$ cat src/hdl/gcc_defines.vh
`ifndef GCC_DEFINES_VH
`define GCC_DEFINES_VH
// ==========================================================
// Register offsets (byte addresses on the register port)
`define GCC_OFF_CMD 6'h00
`define GCC_OFF_STATUS 6'h04
`define GCC_OFF_IMASK 6'h08
`define GCC_OFF_PMASK 6'h0C
`define GCC_OFF_ORIENT 6'h10
`define GCC_OFF_POSX 6'h14
`define GCC_OFF_POSY 6'h18
`define GCC_OFF_SPACE 6'h1C
`define GCC_OFF_FG 6'h20
`define GCC_OFF_BG 6'h24
`define GCC_OFF_MODE 6'h28
// ==========================================================
// Status bit positions
`define GCC_ST_TRAP 0
`define GCC_ST_READY 1
`define GCC_ST_POLL 2
// ==========================================================
// Command opcodes, held in bits 15:8 of the opcode word
`define GCC_OP_FONT_W 8'h0A
`define GCC_OP_FONT_B 8'h0B
`define GCC_OP_SPACE 8'h4D
`define GCC_OP_CLIP 8'h46
`define GCC_OP_COLORS 8'h3D
`define GCC_OP_BITMAP 8'h1A
`define GCC_OP_BLT 8'h64
`define GCC_OP_CHAR 8'h70
`define GCC_OP_LSB 8
`define GCC_WIDTH_SEL_BIT 8
// ==========================================================
// Descriptor first word fields
`define GCC_DESC_W_LSB 0
`define GCC_DESC_H_LSB 8
`define GCC_DESC_S_BIT 14
`define GCC_DESC_T_BIT 15
// ==========================================================
// Reset values
`define GCC_RST_MASK 1'b1
`define GCC_RST_WORD 16'h0000
`endif

$ cat src/hdl/gcc_advance.v
`timescale 1ns/1ps
// ==========================================================
// Next draw position after one glyph
module gcc_advance (
   input wire [15:0] x_i,
   input wire [15:0] y_i,
   input wire [1:0] path_i,
   input wire [1:0] rot_i,
   input wire [3:0] w_m1_i,
   input wire [3:0] h_m1_i,
   input wire [15:0] space_i,
   output reg [15:0] next_x_o,
   output reg [15:0] next_y_o
);
   // Quarter turns swap which cell side lies along the path
   wire [15:0] size = rot_i[0] ? ({12'h000, h_m1_i} + 16'h0001) :
      ({12'h000, w_m1_i} + 16'h0001);
   // Two's complement add, so negative spacing kerns
   wire [15:0] step = size + space_i;

   // Path is counterclockwise, y grows downward
   always @* begin
      next_x_o = x_i;
      next_y_o = y_i;
      case (path_i)
         2'b00: next_x_o = x_i + step;
         2'b01: next_y_o = y_i - step;
         2'b10: next_x_o = x_i - step;
         default: next_y_o = y_i + step;
      endcase
   end
endmodule

$ cat src/hdl/gcc_clip.v
`timescale 1ns/1ps
// ==========================================================
// Pixel write permission against clip and bitmap
module gcc_clip (
   input wire mclk_i,
   input wire rst_n_i,
   input wire [15:0] xmin_i,
   input wire [15:0] ymin_i,
   input wire [15:0] xmax_i,
   input wire [15:0] ymax_i,
   input wire [15:0] bxmax_i,
   input wire [15:0] bymax_i,
   input wire [15:0] pix_x_i,
   input wire [15:0] pix_y_i,
   input wire pix_valid_i,
   output reg pix_ok_o
);
   // Signed window test; lo above hi can never pass
   function f_in;
      input [15:0] v;
      input [15:0] lo;
      input [15:0] hi;
      begin
         f_in = ($signed(v) >= $signed(lo)) &&
            ($signed(v) <= $signed(hi));
      end
   endfunction

   // Registered answer, one cycle after the query
   always @(posedge mclk_i) begin
      if (!rst_n_i) begin
         pix_ok_o <= 1'b0;
      end else begin
         pix_ok_o <= pix_valid_i &&
            f_in(pix_x_i, xmin_i, xmax_i) &&
            f_in(pix_y_i, ymin_i, ymax_i) &&
            f_in(pix_x_i, 16'h0000, bxmax_i) &&
            f_in(pix_y_i, 16'h0000, bymax_i);
      end
   end
endmodule

$ cat src/hdl/gcc_core.v
`timescale 1ns/1ps
`include "gcc_defines.vh"
module gcc_core #(
   parameter ADDR_W = 22
) (
   input wire mclk_i,
   input wire rst_n_i,
   input wire [5:0] addr_i,
   input wire [15:0] wdata_i,
   input wire wr_i,
   input wire rd_i,
   output reg [15:0] rdata_o,
   output reg mem_req_o,
   output reg [ADDR_W-1:0] mem_addr_o,
   input wire [15:0] mem_rdata_i,
   input wire mem_ack_i,
   input wire [15:0] pix_x_i,
   input wire [15:0] pix_y_i,
   input wire pix_valid_i,
   output wire pix_ok_o,
   output reg [15:0] fg_color_o,
   output reg [15:0] bg_color_o,
   output reg [15:0] pos_x_o,
   output reg [15:0] pos_y_o,
   output reg irq_o,
   output reg poll_o
);
   // ==========================================================
   // States
   localparam [4:0] S_IDLE = 5'b00001;
   localparam [4:0] S_PARAM = 5'b00010;
   localparam [4:0] S_EXEC = 5'b00100;
   localparam [4:0] S_TBL = 5'b01000;
   localparam [4:0] S_DESC = 5'b10000;

   // ==========================================================
   // Functions
   // Parameter words that follow each opcode
   function [2:0] f_nparams;
      input [7:0] op;
      begin
         case (op)
            `GCC_OP_FONT_W: f_nparams = 3'd2;
            `GCC_OP_FONT_B: f_nparams = 3'd2;
            `GCC_OP_SPACE: f_nparams = 3'd1;
            `GCC_OP_CLIP: f_nparams = 3'd4;
            `GCC_OP_COLORS: f_nparams = 3'd2;
            `GCC_OP_BITMAP: f_nparams = 3'd4;
            `GCC_OP_BLT: f_nparams = 3'd1;
            `GCC_OP_CHAR: f_nparams = 3'd1;
            default: f_nparams = 3'd0;
         endcase
      end
   endfunction

   // Font base plus a doubled word offset
   function [ADDR_W-1:0] f_addr;
      input [ADDR_W-1:0] base;
      input [15:0] off;
      begin
         f_addr = base + {{(ADDR_W-17){1'b0}}, off, 1'b0};
      end
   endfunction

   // ==========================================================
   // State and storage
   reg [4:0] state;
   reg [7:0] op;
   reg [2:0] need;
   reg [2:0] cnt;
   reg [15:0] p0;
   reg [15:0] p1;
   reg [15:0] p2;
   reg [15:0] p3;
   reg [ADDR_W-1:0] font_base;
   reg byte_mode;
   reg [15:0] space;
   reg [15:0] clip_xmin;
   reg [15:0] clip_ymin;
   reg [15:0] clip_xmax;
   reg [15:0] clip_ymax;
   reg [15:0] bmp_xmax;
   reg [15:0] bmp_ymax;
   reg [1:0] path;
   reg [1:0] rot;
   reg trap;
   reg imask;
   reg pmask;

   // ==========================================================
   // Bus decode
   wire poll_state = trap & ~pmask;
   wire cmd_ready = ((state == S_IDLE) || (state == S_PARAM)) &&
      !poll_state;
   wire cmd_wr = wr_i && (addr_i == `GCC_OFF_CMD) && cmd_ready;
   wire st_wr = wr_i && (addr_i == `GCC_OFF_STATUS);
   wire [2:0] op_need = f_nparams(wdata_i[15:`GCC_OP_LSB]);
   // Upper base bits beyond the address width are dropped on purpose
   wire [31:0] base_word = {p1, p0};
   wire desc_t = mem_rdata_i[`GCC_DESC_T_BIT];
   wire desc_s = mem_rdata_i[`GCC_DESC_S_BIT];
   wire [15:0] adv_x;
   wire [15:0] adv_y;

   // ==========================================================
   // Glyph advance and pixel clip
   gcc_advance u_adv (
      .x_i(pos_x_o),
      .y_i(pos_y_o),
      .path_i(path),
      .rot_i(rot),
      .w_m1_i(mem_rdata_i[`GCC_DESC_W_LSB+3:`GCC_DESC_W_LSB]),
      .h_m1_i(mem_rdata_i[`GCC_DESC_H_LSB+3:`GCC_DESC_H_LSB]),
      .space_i(space),
      .next_x_o(adv_x),
      .next_y_o(adv_y)
   );

   gcc_clip u_clip (
      .mclk_i(mclk_i),
      .rst_n_i(rst_n_i),
      .xmin_i(clip_xmin),
      .ymin_i(clip_ymin),
      .xmax_i(clip_xmax),
      .ymax_i(clip_ymax),
      .bxmax_i(bmp_xmax),
      .bymax_i(bmp_ymax),
      .pix_x_i(pix_x_i),
      .pix_y_i(pix_y_i),
      .pix_valid_i(pix_valid_i),
      .pix_ok_o(pix_ok_o)
   );

   // ==========================================================
   // Command interpreter and its registers
   // Spacing is cleared only so simulation stays free of
   // unknowns; software must still load it before use.
   always @(posedge mclk_i) begin
      if (!rst_n_i) begin
         state <= S_IDLE;
         op <= 8'h00;
         need <= 3'd0;
         cnt <= 3'd0;
         p0 <= `GCC_RST_WORD;
         p1 <= `GCC_RST_WORD;
         p2 <= `GCC_RST_WORD;
         p3 <= `GCC_RST_WORD;
         font_base <= {ADDR_W{1'b0}};
         byte_mode <= 1'b0;
         space <= `GCC_RST_WORD;
         clip_xmin <= `GCC_RST_WORD;
         clip_ymin <= `GCC_RST_WORD;
         clip_xmax <= `GCC_RST_WORD;
         clip_ymax <= `GCC_RST_WORD;
         bmp_xmax <= `GCC_RST_WORD;
         bmp_ymax <= `GCC_RST_WORD;
         fg_color_o <= `GCC_RST_WORD;
         bg_color_o <= `GCC_RST_WORD;
         pos_x_o <= `GCC_RST_WORD;
         pos_y_o <= `GCC_RST_WORD;
         path <= 2'b00;
         rot <= 2'b00;
         trap <= 1'b0;
         imask <= `GCC_RST_MASK;
         pmask <= `GCC_RST_MASK;
         mem_req_o <= 1'b0;
         mem_addr_o <= {ADDR_W{1'b0}};
      end else begin
         // Plain control registers
         if (wr_i && (addr_i == `GCC_OFF_IMASK)) begin
            imask <= wdata_i[0];
         end
         if (wr_i && (addr_i == `GCC_OFF_PMASK)) begin
            pmask <= wdata_i[0];
         end
         if (wr_i && (addr_i == `GCC_OFF_ORIENT)) begin
            path <= wdata_i[1:0];
            rot <= wdata_i[3:2];
         end
         // Write one clears the trap; a new trap below wins
         if (st_wr && wdata_i[`GCC_ST_TRAP]) begin
            trap <= 1'b0;
         end
         case (state)
            S_IDLE: begin
               if (cmd_wr) begin
                  op <= wdata_i[15:`GCC_OP_LSB];
                  need <= op_need;
                  cnt <= 3'd0;
                  state <= (op_need == 3'd0) ? S_EXEC : S_PARAM;
               end
            end
            S_PARAM: begin
               if (cmd_wr) begin
                  case (cnt)
                     3'd0: p0 <= wdata_i;
                     3'd1: p1 <= wdata_i;
                     3'd2: p2 <= wdata_i;
                     default: p3 <= wdata_i;
                  endcase
                  cnt <= cnt + 3'd1;
                  if (cnt == need - 3'd1) begin
                     state <= S_EXEC;
                  end
               end
            end
            S_EXEC: begin
               state <= S_IDLE;
               case (op)
                  `GCC_OP_FONT_W, `GCC_OP_FONT_B: begin
                     font_base <= base_word[ADDR_W-1:0];
                     byte_mode <= op[`GCC_WIDTH_SEL_BIT -
                        `GCC_OP_LSB];
                  end
                  `GCC_OP_SPACE: begin
                     space <= p0;
                  end
                  `GCC_OP_CLIP: begin
                     clip_xmin <= p0;
                     clip_ymin <= p1;
                     clip_xmax <= p2;
                     clip_ymax <= p3;
                  end
                  `GCC_OP_COLORS: begin
                     fg_color_o <= p0;
                     bg_color_o <= p1;
                  end
                  `GCC_OP_BITMAP: begin
                     bmp_xmax <= p2;
                     bmp_ymax <= p3;
                     clip_xmin <= 16'h0000;
                     clip_ymin <= 16'h0000;
                     clip_xmax <= p2;
                     clip_ymax <= p3;
                     pos_x_o <= 16'h0000;
                     pos_y_o <= 16'h0000;
                  end
                  `GCC_OP_BLT: begin
                     pos_x_o <= pos_x_o + p0 + space;
                  end
                  `GCC_OP_CHAR: begin
                     mem_req_o <= 1'b1;
                     if (byte_mode) begin
                        mem_addr_o <= f_addr(font_base,
                           {8'h00, p0[7:0]});
                        state <= S_TBL;
                     end else begin
                        mem_addr_o <= f_addr(font_base, p0);
                        state <= S_DESC;
                     end
                  end
                  default: begin
                     state <= S_IDLE;
                  end
               endcase
            end
            S_TBL: begin
               // Offset table entry leads to the descriptor
               if (mem_ack_i) begin
                  mem_addr_o <= f_addr(font_base, mem_rdata_i);
                  state <= S_DESC;
               end
            end
            S_DESC: begin
               if (mem_ack_i) begin
                  mem_req_o <= 1'b0;
                  state <= S_IDLE;
                  if (desc_t) begin
                     trap <= 1'b1;
                  end
                  // Inhibit set keeps the position as it is
                  if (!desc_s) begin
                     pos_x_o <= adv_x;
                     pos_y_o <= adv_y;
                  end
               end
            end
            default: begin
               state <= S_IDLE;
            end
         endcase
      end
   end

   // ==========================================================
   // Exception outputs, a mask bit of one blocks the event
   always @(posedge mclk_i) begin
      if (!rst_n_i) begin
         irq_o <= 1'b0;
         poll_o <= 1'b0;
      end else begin
         irq_o <= trap & ~imask;
         poll_o <= poll_state;
      end
   end

   // ==========================================================
   // Read port, data one cycle after the strobe
   always @(posedge mclk_i) begin
      if (!rst_n_i) begin
         rdata_o <= 16'h0000;
      end else if (rd_i) begin
         case (addr_i)
            `GCC_OFF_STATUS: rdata_o <= {13'h0000, poll_state,
               cmd_ready, trap};
            `GCC_OFF_IMASK: rdata_o <= {15'h0000, imask};
            `GCC_OFF_PMASK: rdata_o <= {15'h0000, pmask};
            `GCC_OFF_ORIENT: rdata_o <= {12'h000, rot, path};
            `GCC_OFF_POSX: rdata_o <= pos_x_o;
            `GCC_OFF_POSY: rdata_o <= pos_y_o;
            `GCC_OFF_SPACE: rdata_o <= space;
            `GCC_OFF_FG: rdata_o <= fg_color_o;
            `GCC_OFF_BG: rdata_o <= bg_color_o;
            `GCC_OFF_MODE: rdata_o <= {15'h0000, byte_mode};
            default: rdata_o <= 16'h0000;
         endcase
      end else begin
         rdata_o <= 16'h0000;
      end
   end
endmodule

$ cat config.mk
export PLATFORM = sky130hd
export DESIGN_NAME = gcc_core
export DESIGN_NICKNAME = d
export VERILOG_FILES = /design/src/hdl/gcc_advance.v /design/src/hdl/gcc_clip.v /design/src/hdl/gcc_core.v
export VERILOG_INCLUDE_DIRS = /design/src /design/src/hdl
export SDC_FILE = /design/constraint.sdc
export NUM_CORES = 1
export LEC_CHECK = 0
export ABC_AREA = 1
export BUFFER_PORTS_ARGS = -buffer_cell sky130_fd_sc_hd__clkbuf_2
export CORE_ASPECT_RATIO = 1.2
export CORE_MARGIN = 1
export CORE_UTILIZATION = 60
export CTS_BUF_LIST = sky130_fd_sc_hd__clkbuf_8
export DETAILED_ROUTE_END_ITERATION = 8
export HOLD_SLACK_MARGIN = 0.03
export PLACE_DENSITY = 0.8
export SLEW_MARGIN = 20
export SYNTH_ARGS = -nofsm -noshare
export SYNTH_HDL_FRONTEND = slang
export SYNTH_HIERARCHICAL = 1
export SYNTH_SLANG_ARGS = --single-unit
export TNS_END_PERCENT = 100
$ cat constraint.sdc
create_clock -name mclk_i -period 6.35 [get_ports mclk_i]
set_clock_uncertainty 0.2 [all_clocks]
set_input_delay 0.635 -clock mclk_i [delete_from_list [all_inputs] [get_ports mclk_i]]
set_output_delay 0.635 -clock mclk_i [all_outputs]
set_load 0.02 [all_outputs]
==> impl_results.md <==
* Critical Path AT at 5990 ps
* Final layout net count at 3622
* HP Class: input pin to register
* Placeable core region at 34900 µm²
* Net switching power at 0.00155 W
* Highest-count cells in the layout ignoring fill and taps: 653 x sky130_fd_sc_hd__nand2_1, 458 x sky130_fd_sc_hd__inv_1, 440 x sky130_fd_sc_hd__nor2_1
* Clock tree from TritonCTS: yes
* Highest net fanout along the worst path at 6
* Die area at 36200 µm²
* Internal power at 0.00351 W
* Total congestion overflow after global routing at 0
* Synthesized area per cell at 6.61 µm²
* Number of buffers inserted by hold repair at cts at 0
* Number of antenna violations at the first check in global routing at 3
* Cell occurring most often along the worst timing path: sky130_fd_sc_hd__nand2_1
* Clock sink count at 331
* Cell depth of the worst flop-to-flop path at 31
* Via Count at 22200
* Least-Margin Pin Slew at 1060 ps
* Number of warning messages in the yosys log at 6
* Clock Tree Buf Depth at 3
* Relative slew margins at 29.4%
* Number of enable-type register cells in the synthesized netlist at 0
* Clock latency at the later pin of the worst-skew pair at 650 ps
* Basic-gate share of the synthesized area counting and, or, nand and nor cells at 28.5%
* Post-synthesis compound-gate area fraction at 16.4%
* Portion of the clock cycle consumed by the worst path in the final layout at 88.7%
* Achievable clock frequency at 0.177 GHz
* Wire length of the first global-routing pass at 113000 µm
* DRC violation count after routing at 0
* Clk network pwr share at 40.2%
* Root buf cell: sky130_fd_sc_hd__clkbuf_8
* R2R Setup Slk at 720 ps
* Adder and majority gate portion of the synthesized area at 11.8%
* Registers with the highest flip-flop counts: font_base: 22 flops, mem_addr_o: 22 flops
* Layout cell share with drive strength beyond 1 at 10.7%
* Most common cell after layout, fill and taps aside: sky130_fd_sc_hd__nand2_1
* Startpoint type of the worst setup path: register
* Number of setup buffers added after CTS at 0
* Register bit total from synthesis at 331
* Detailed Route WL at 73300 µm
* Avg Vias per Cell at 5.74
* Outcome: finished clean
* Finished Core Util at 67.5%
* Highest ir drop seen on vdd at 0.000194 V
* Number of distinct standard cells referenced by the synthesized netlist at 54
* Fraction of power spent switching nets at 30.6%
* Nature of the critical path endpoint: register
* RSZ-0062 raised after global routing: false
* Routed len/inst at 19.0 µm
* Placed Cells at 3763
* Synth Flop Type: sky130_fd_sc_hd__dfxtp_1
* Final hold violations at 0
* Die width at 174 µm
* Worst Setup Path Type: register to register
* Num ports at 182
* Portion of netlist area occupied by mux cells at 0.153%
* Fraction of power consumed by combinational cells at 16.4%
* Critical path's slowest cell: sky130_fd_sc_hd__o21ai_0
* Beginning of the worst register-to-register path: rot[0]$_SDFFE_PN0P_
* Share of synthesized registers carrying an async set or reset at 0%
* Worst EP required at 6710 ps
* Die Span Y at 208 µm
* Synthesized area at 21300 µm²
* Final GP Congestion at 0.981
* Origin of the worst setup path: rot[0]$_SDFFE_PN0P_
* Antenna Nets Post-Route at 0
* Hpwl dp at 55000 µm
* Endpoint of the lowest-slack register-to-register path: pos_x_o[15]$_SDFFE_PN0P_
* Row count at 75
* Static leakage at 11.1 nW
* Delay contributed by the slowest stage of the critical path at 470 ps
* Starting density of the core at 60.9%
* Number of buffer cells added on primary ports at 181
* Max-capacitance violation count at 0
* Number of slew-limit violations in the final report at 0
* Power per unit of standard cell area at 215 nW/µm²
* CP endpoint: pos_x_o[15]$_SDFFE_PN0P_
* Clock-pin slew reported for the worst setup and hold paths after clock tree synthesis at 70 ps
* Net count after synthesis at 3482
* H-tree levels at 2
* Count of cells resized by post-cts repair at 0
* Maximum number of pins on one net before global-route repair at 111
* Number of global-route vias before repair at 21200
* Inserted Clock Buffers at 54
* 1st-iter DRT viols at 2018
* Number of endpoints failing setup at the final stage at 0
* Post-layout instance count excluding filler cells at 3862
* Total routing usage reported by global routing at 39.9%
* XOR/XNOR share of the synthesized area at 1.60%
* Register share of total power at 43.4%
* Min Clock Period, post-route at 5630 ps
* Post-Synthesis Cells at 3217
* Sequential area share after synthesis at 31.2%
* Total negative setup slack at 0 ps
* Initial DRT Pass Iterations at 5
* Main combinational cell family by area after synthesis: simple AND/OR/NAND/NOR gates
* Synth-to-layout area growth at 10.8%
## critical path: cells and delay by family, from the launching register on
kind | cells | cell delay, ps
AO/OA/AOI/OAI | 9 | 1650
adder cells (fa/ha/maj) | 3 | 1170
buffers and inverters | 2 | 170
flip-flops | 1 | 400
AND/OR/NAND/NOR | 17 | 1970
## routing by layer
layer	part of all wire [%]	vias to the layer above	track usage, %	wire [µm]
met5	0.042	-	0	31
met4	6.5	4	25.0	4750
met3	7.7	271	6.60	5680
met2	47	1028	68.2	34700
met1	38	10200	46.2	28100
li1	-	10700	-	-
## worst min path at each step
| stage | startpoint | end | slack (ps) | depth (start not counted) |
|---|---|---|---|---|
| after floorplan | imask$_SDFFE_PN1P_ | irq_o$_SDFF_PN0_ | 220 | 1 |
| after global placement | font_base[1]$_SDFFE_PN0P_ | font_base[1]$_SDFFE_PN0P_ | 240 | 2 |
| after detailed placement | font_base[14]$_SDFFE_PN0P_ | font_base[14]$_SDFFE_PN0P_ | 250 | 2 |
| after CTS | wdata_i[4] | p3[4]$_SDFFE_PN0P_ | 90 | 3 |
| after global routing | wdata_i[7] | p3[7]$_SDFFE_PN0P_ | 150 | 3 |
| final | wdata_i[4] | p3[4]$_SDFFE_PN0P_ | 120 | 3 |
## cell type report
cell class | instances | area, µm²
antenna | 1 | 2.50
clock buffer | 66 | 908
clock inverter | 32 | 253
fill | 3128 | 11400
inverter | 456 | 1720
multi-input combinational | 2315 | 12400
sequential | 331 | 6630
tap | 462 | 578
timing repair buffer | 199 | 1050
## metrics by stage
stage / hold slack (ps) / cell area [µm²] / power [W] / setup slack, ps
floorplan: 216 / 21300 / 0.00278 / 1510
global placement: 239 / 22400 / 0.00302 / 638
detailed placement: 246 / 22400 / 0.00305 / 503
CTS: 92.9 / 23600 / 0.00505 / 770
global route: 147 / 23600 / 0.00526 / 144
finish: 116 / 23600 / 0.00506 / 716
## synthesized netlist by cell type, drive strengths merged, types with 28 or more instances
cell | number | area (µm²)
o21ai | 314 | 1570
nor3 | 67 | 360
nand4 | 28 | 196
clkbuf | 81 | 304
nor2 | 456 | 1790
a21oi | 291 | 1460
dfxtp | 331 | 6630
nand2 | 674 | 2590
inv | 449 | 1690
buf | 34 | 191
nand3 | 150 | 798
ha | 169 | 2110
## kinds of logic after synthesis
kind of cell | after synthesis
XOR/XNOR | 38
multiplexers | 3
adder cells (fa/ha/maj) | 189
AND/OR/NAND/NOR | 1420
buffers and inverters | 571
AO/OA/AOI/OAI | 665
flip-flops | 331
## power by group through the flow
stage               clock network (W)  registers (W)  logic (W)
floorplan                           0        0.00226   0.000519
global placement                    0        0.00224   0.000783
detailed placement                  0        0.00224   0.000808
CTS                           0.00204        0.00219   0.000813
global route                  0.00213        0.00220   0.000923
finish                        0.00203        0.00220   0.000830
(Power assumes the default switching activity.)
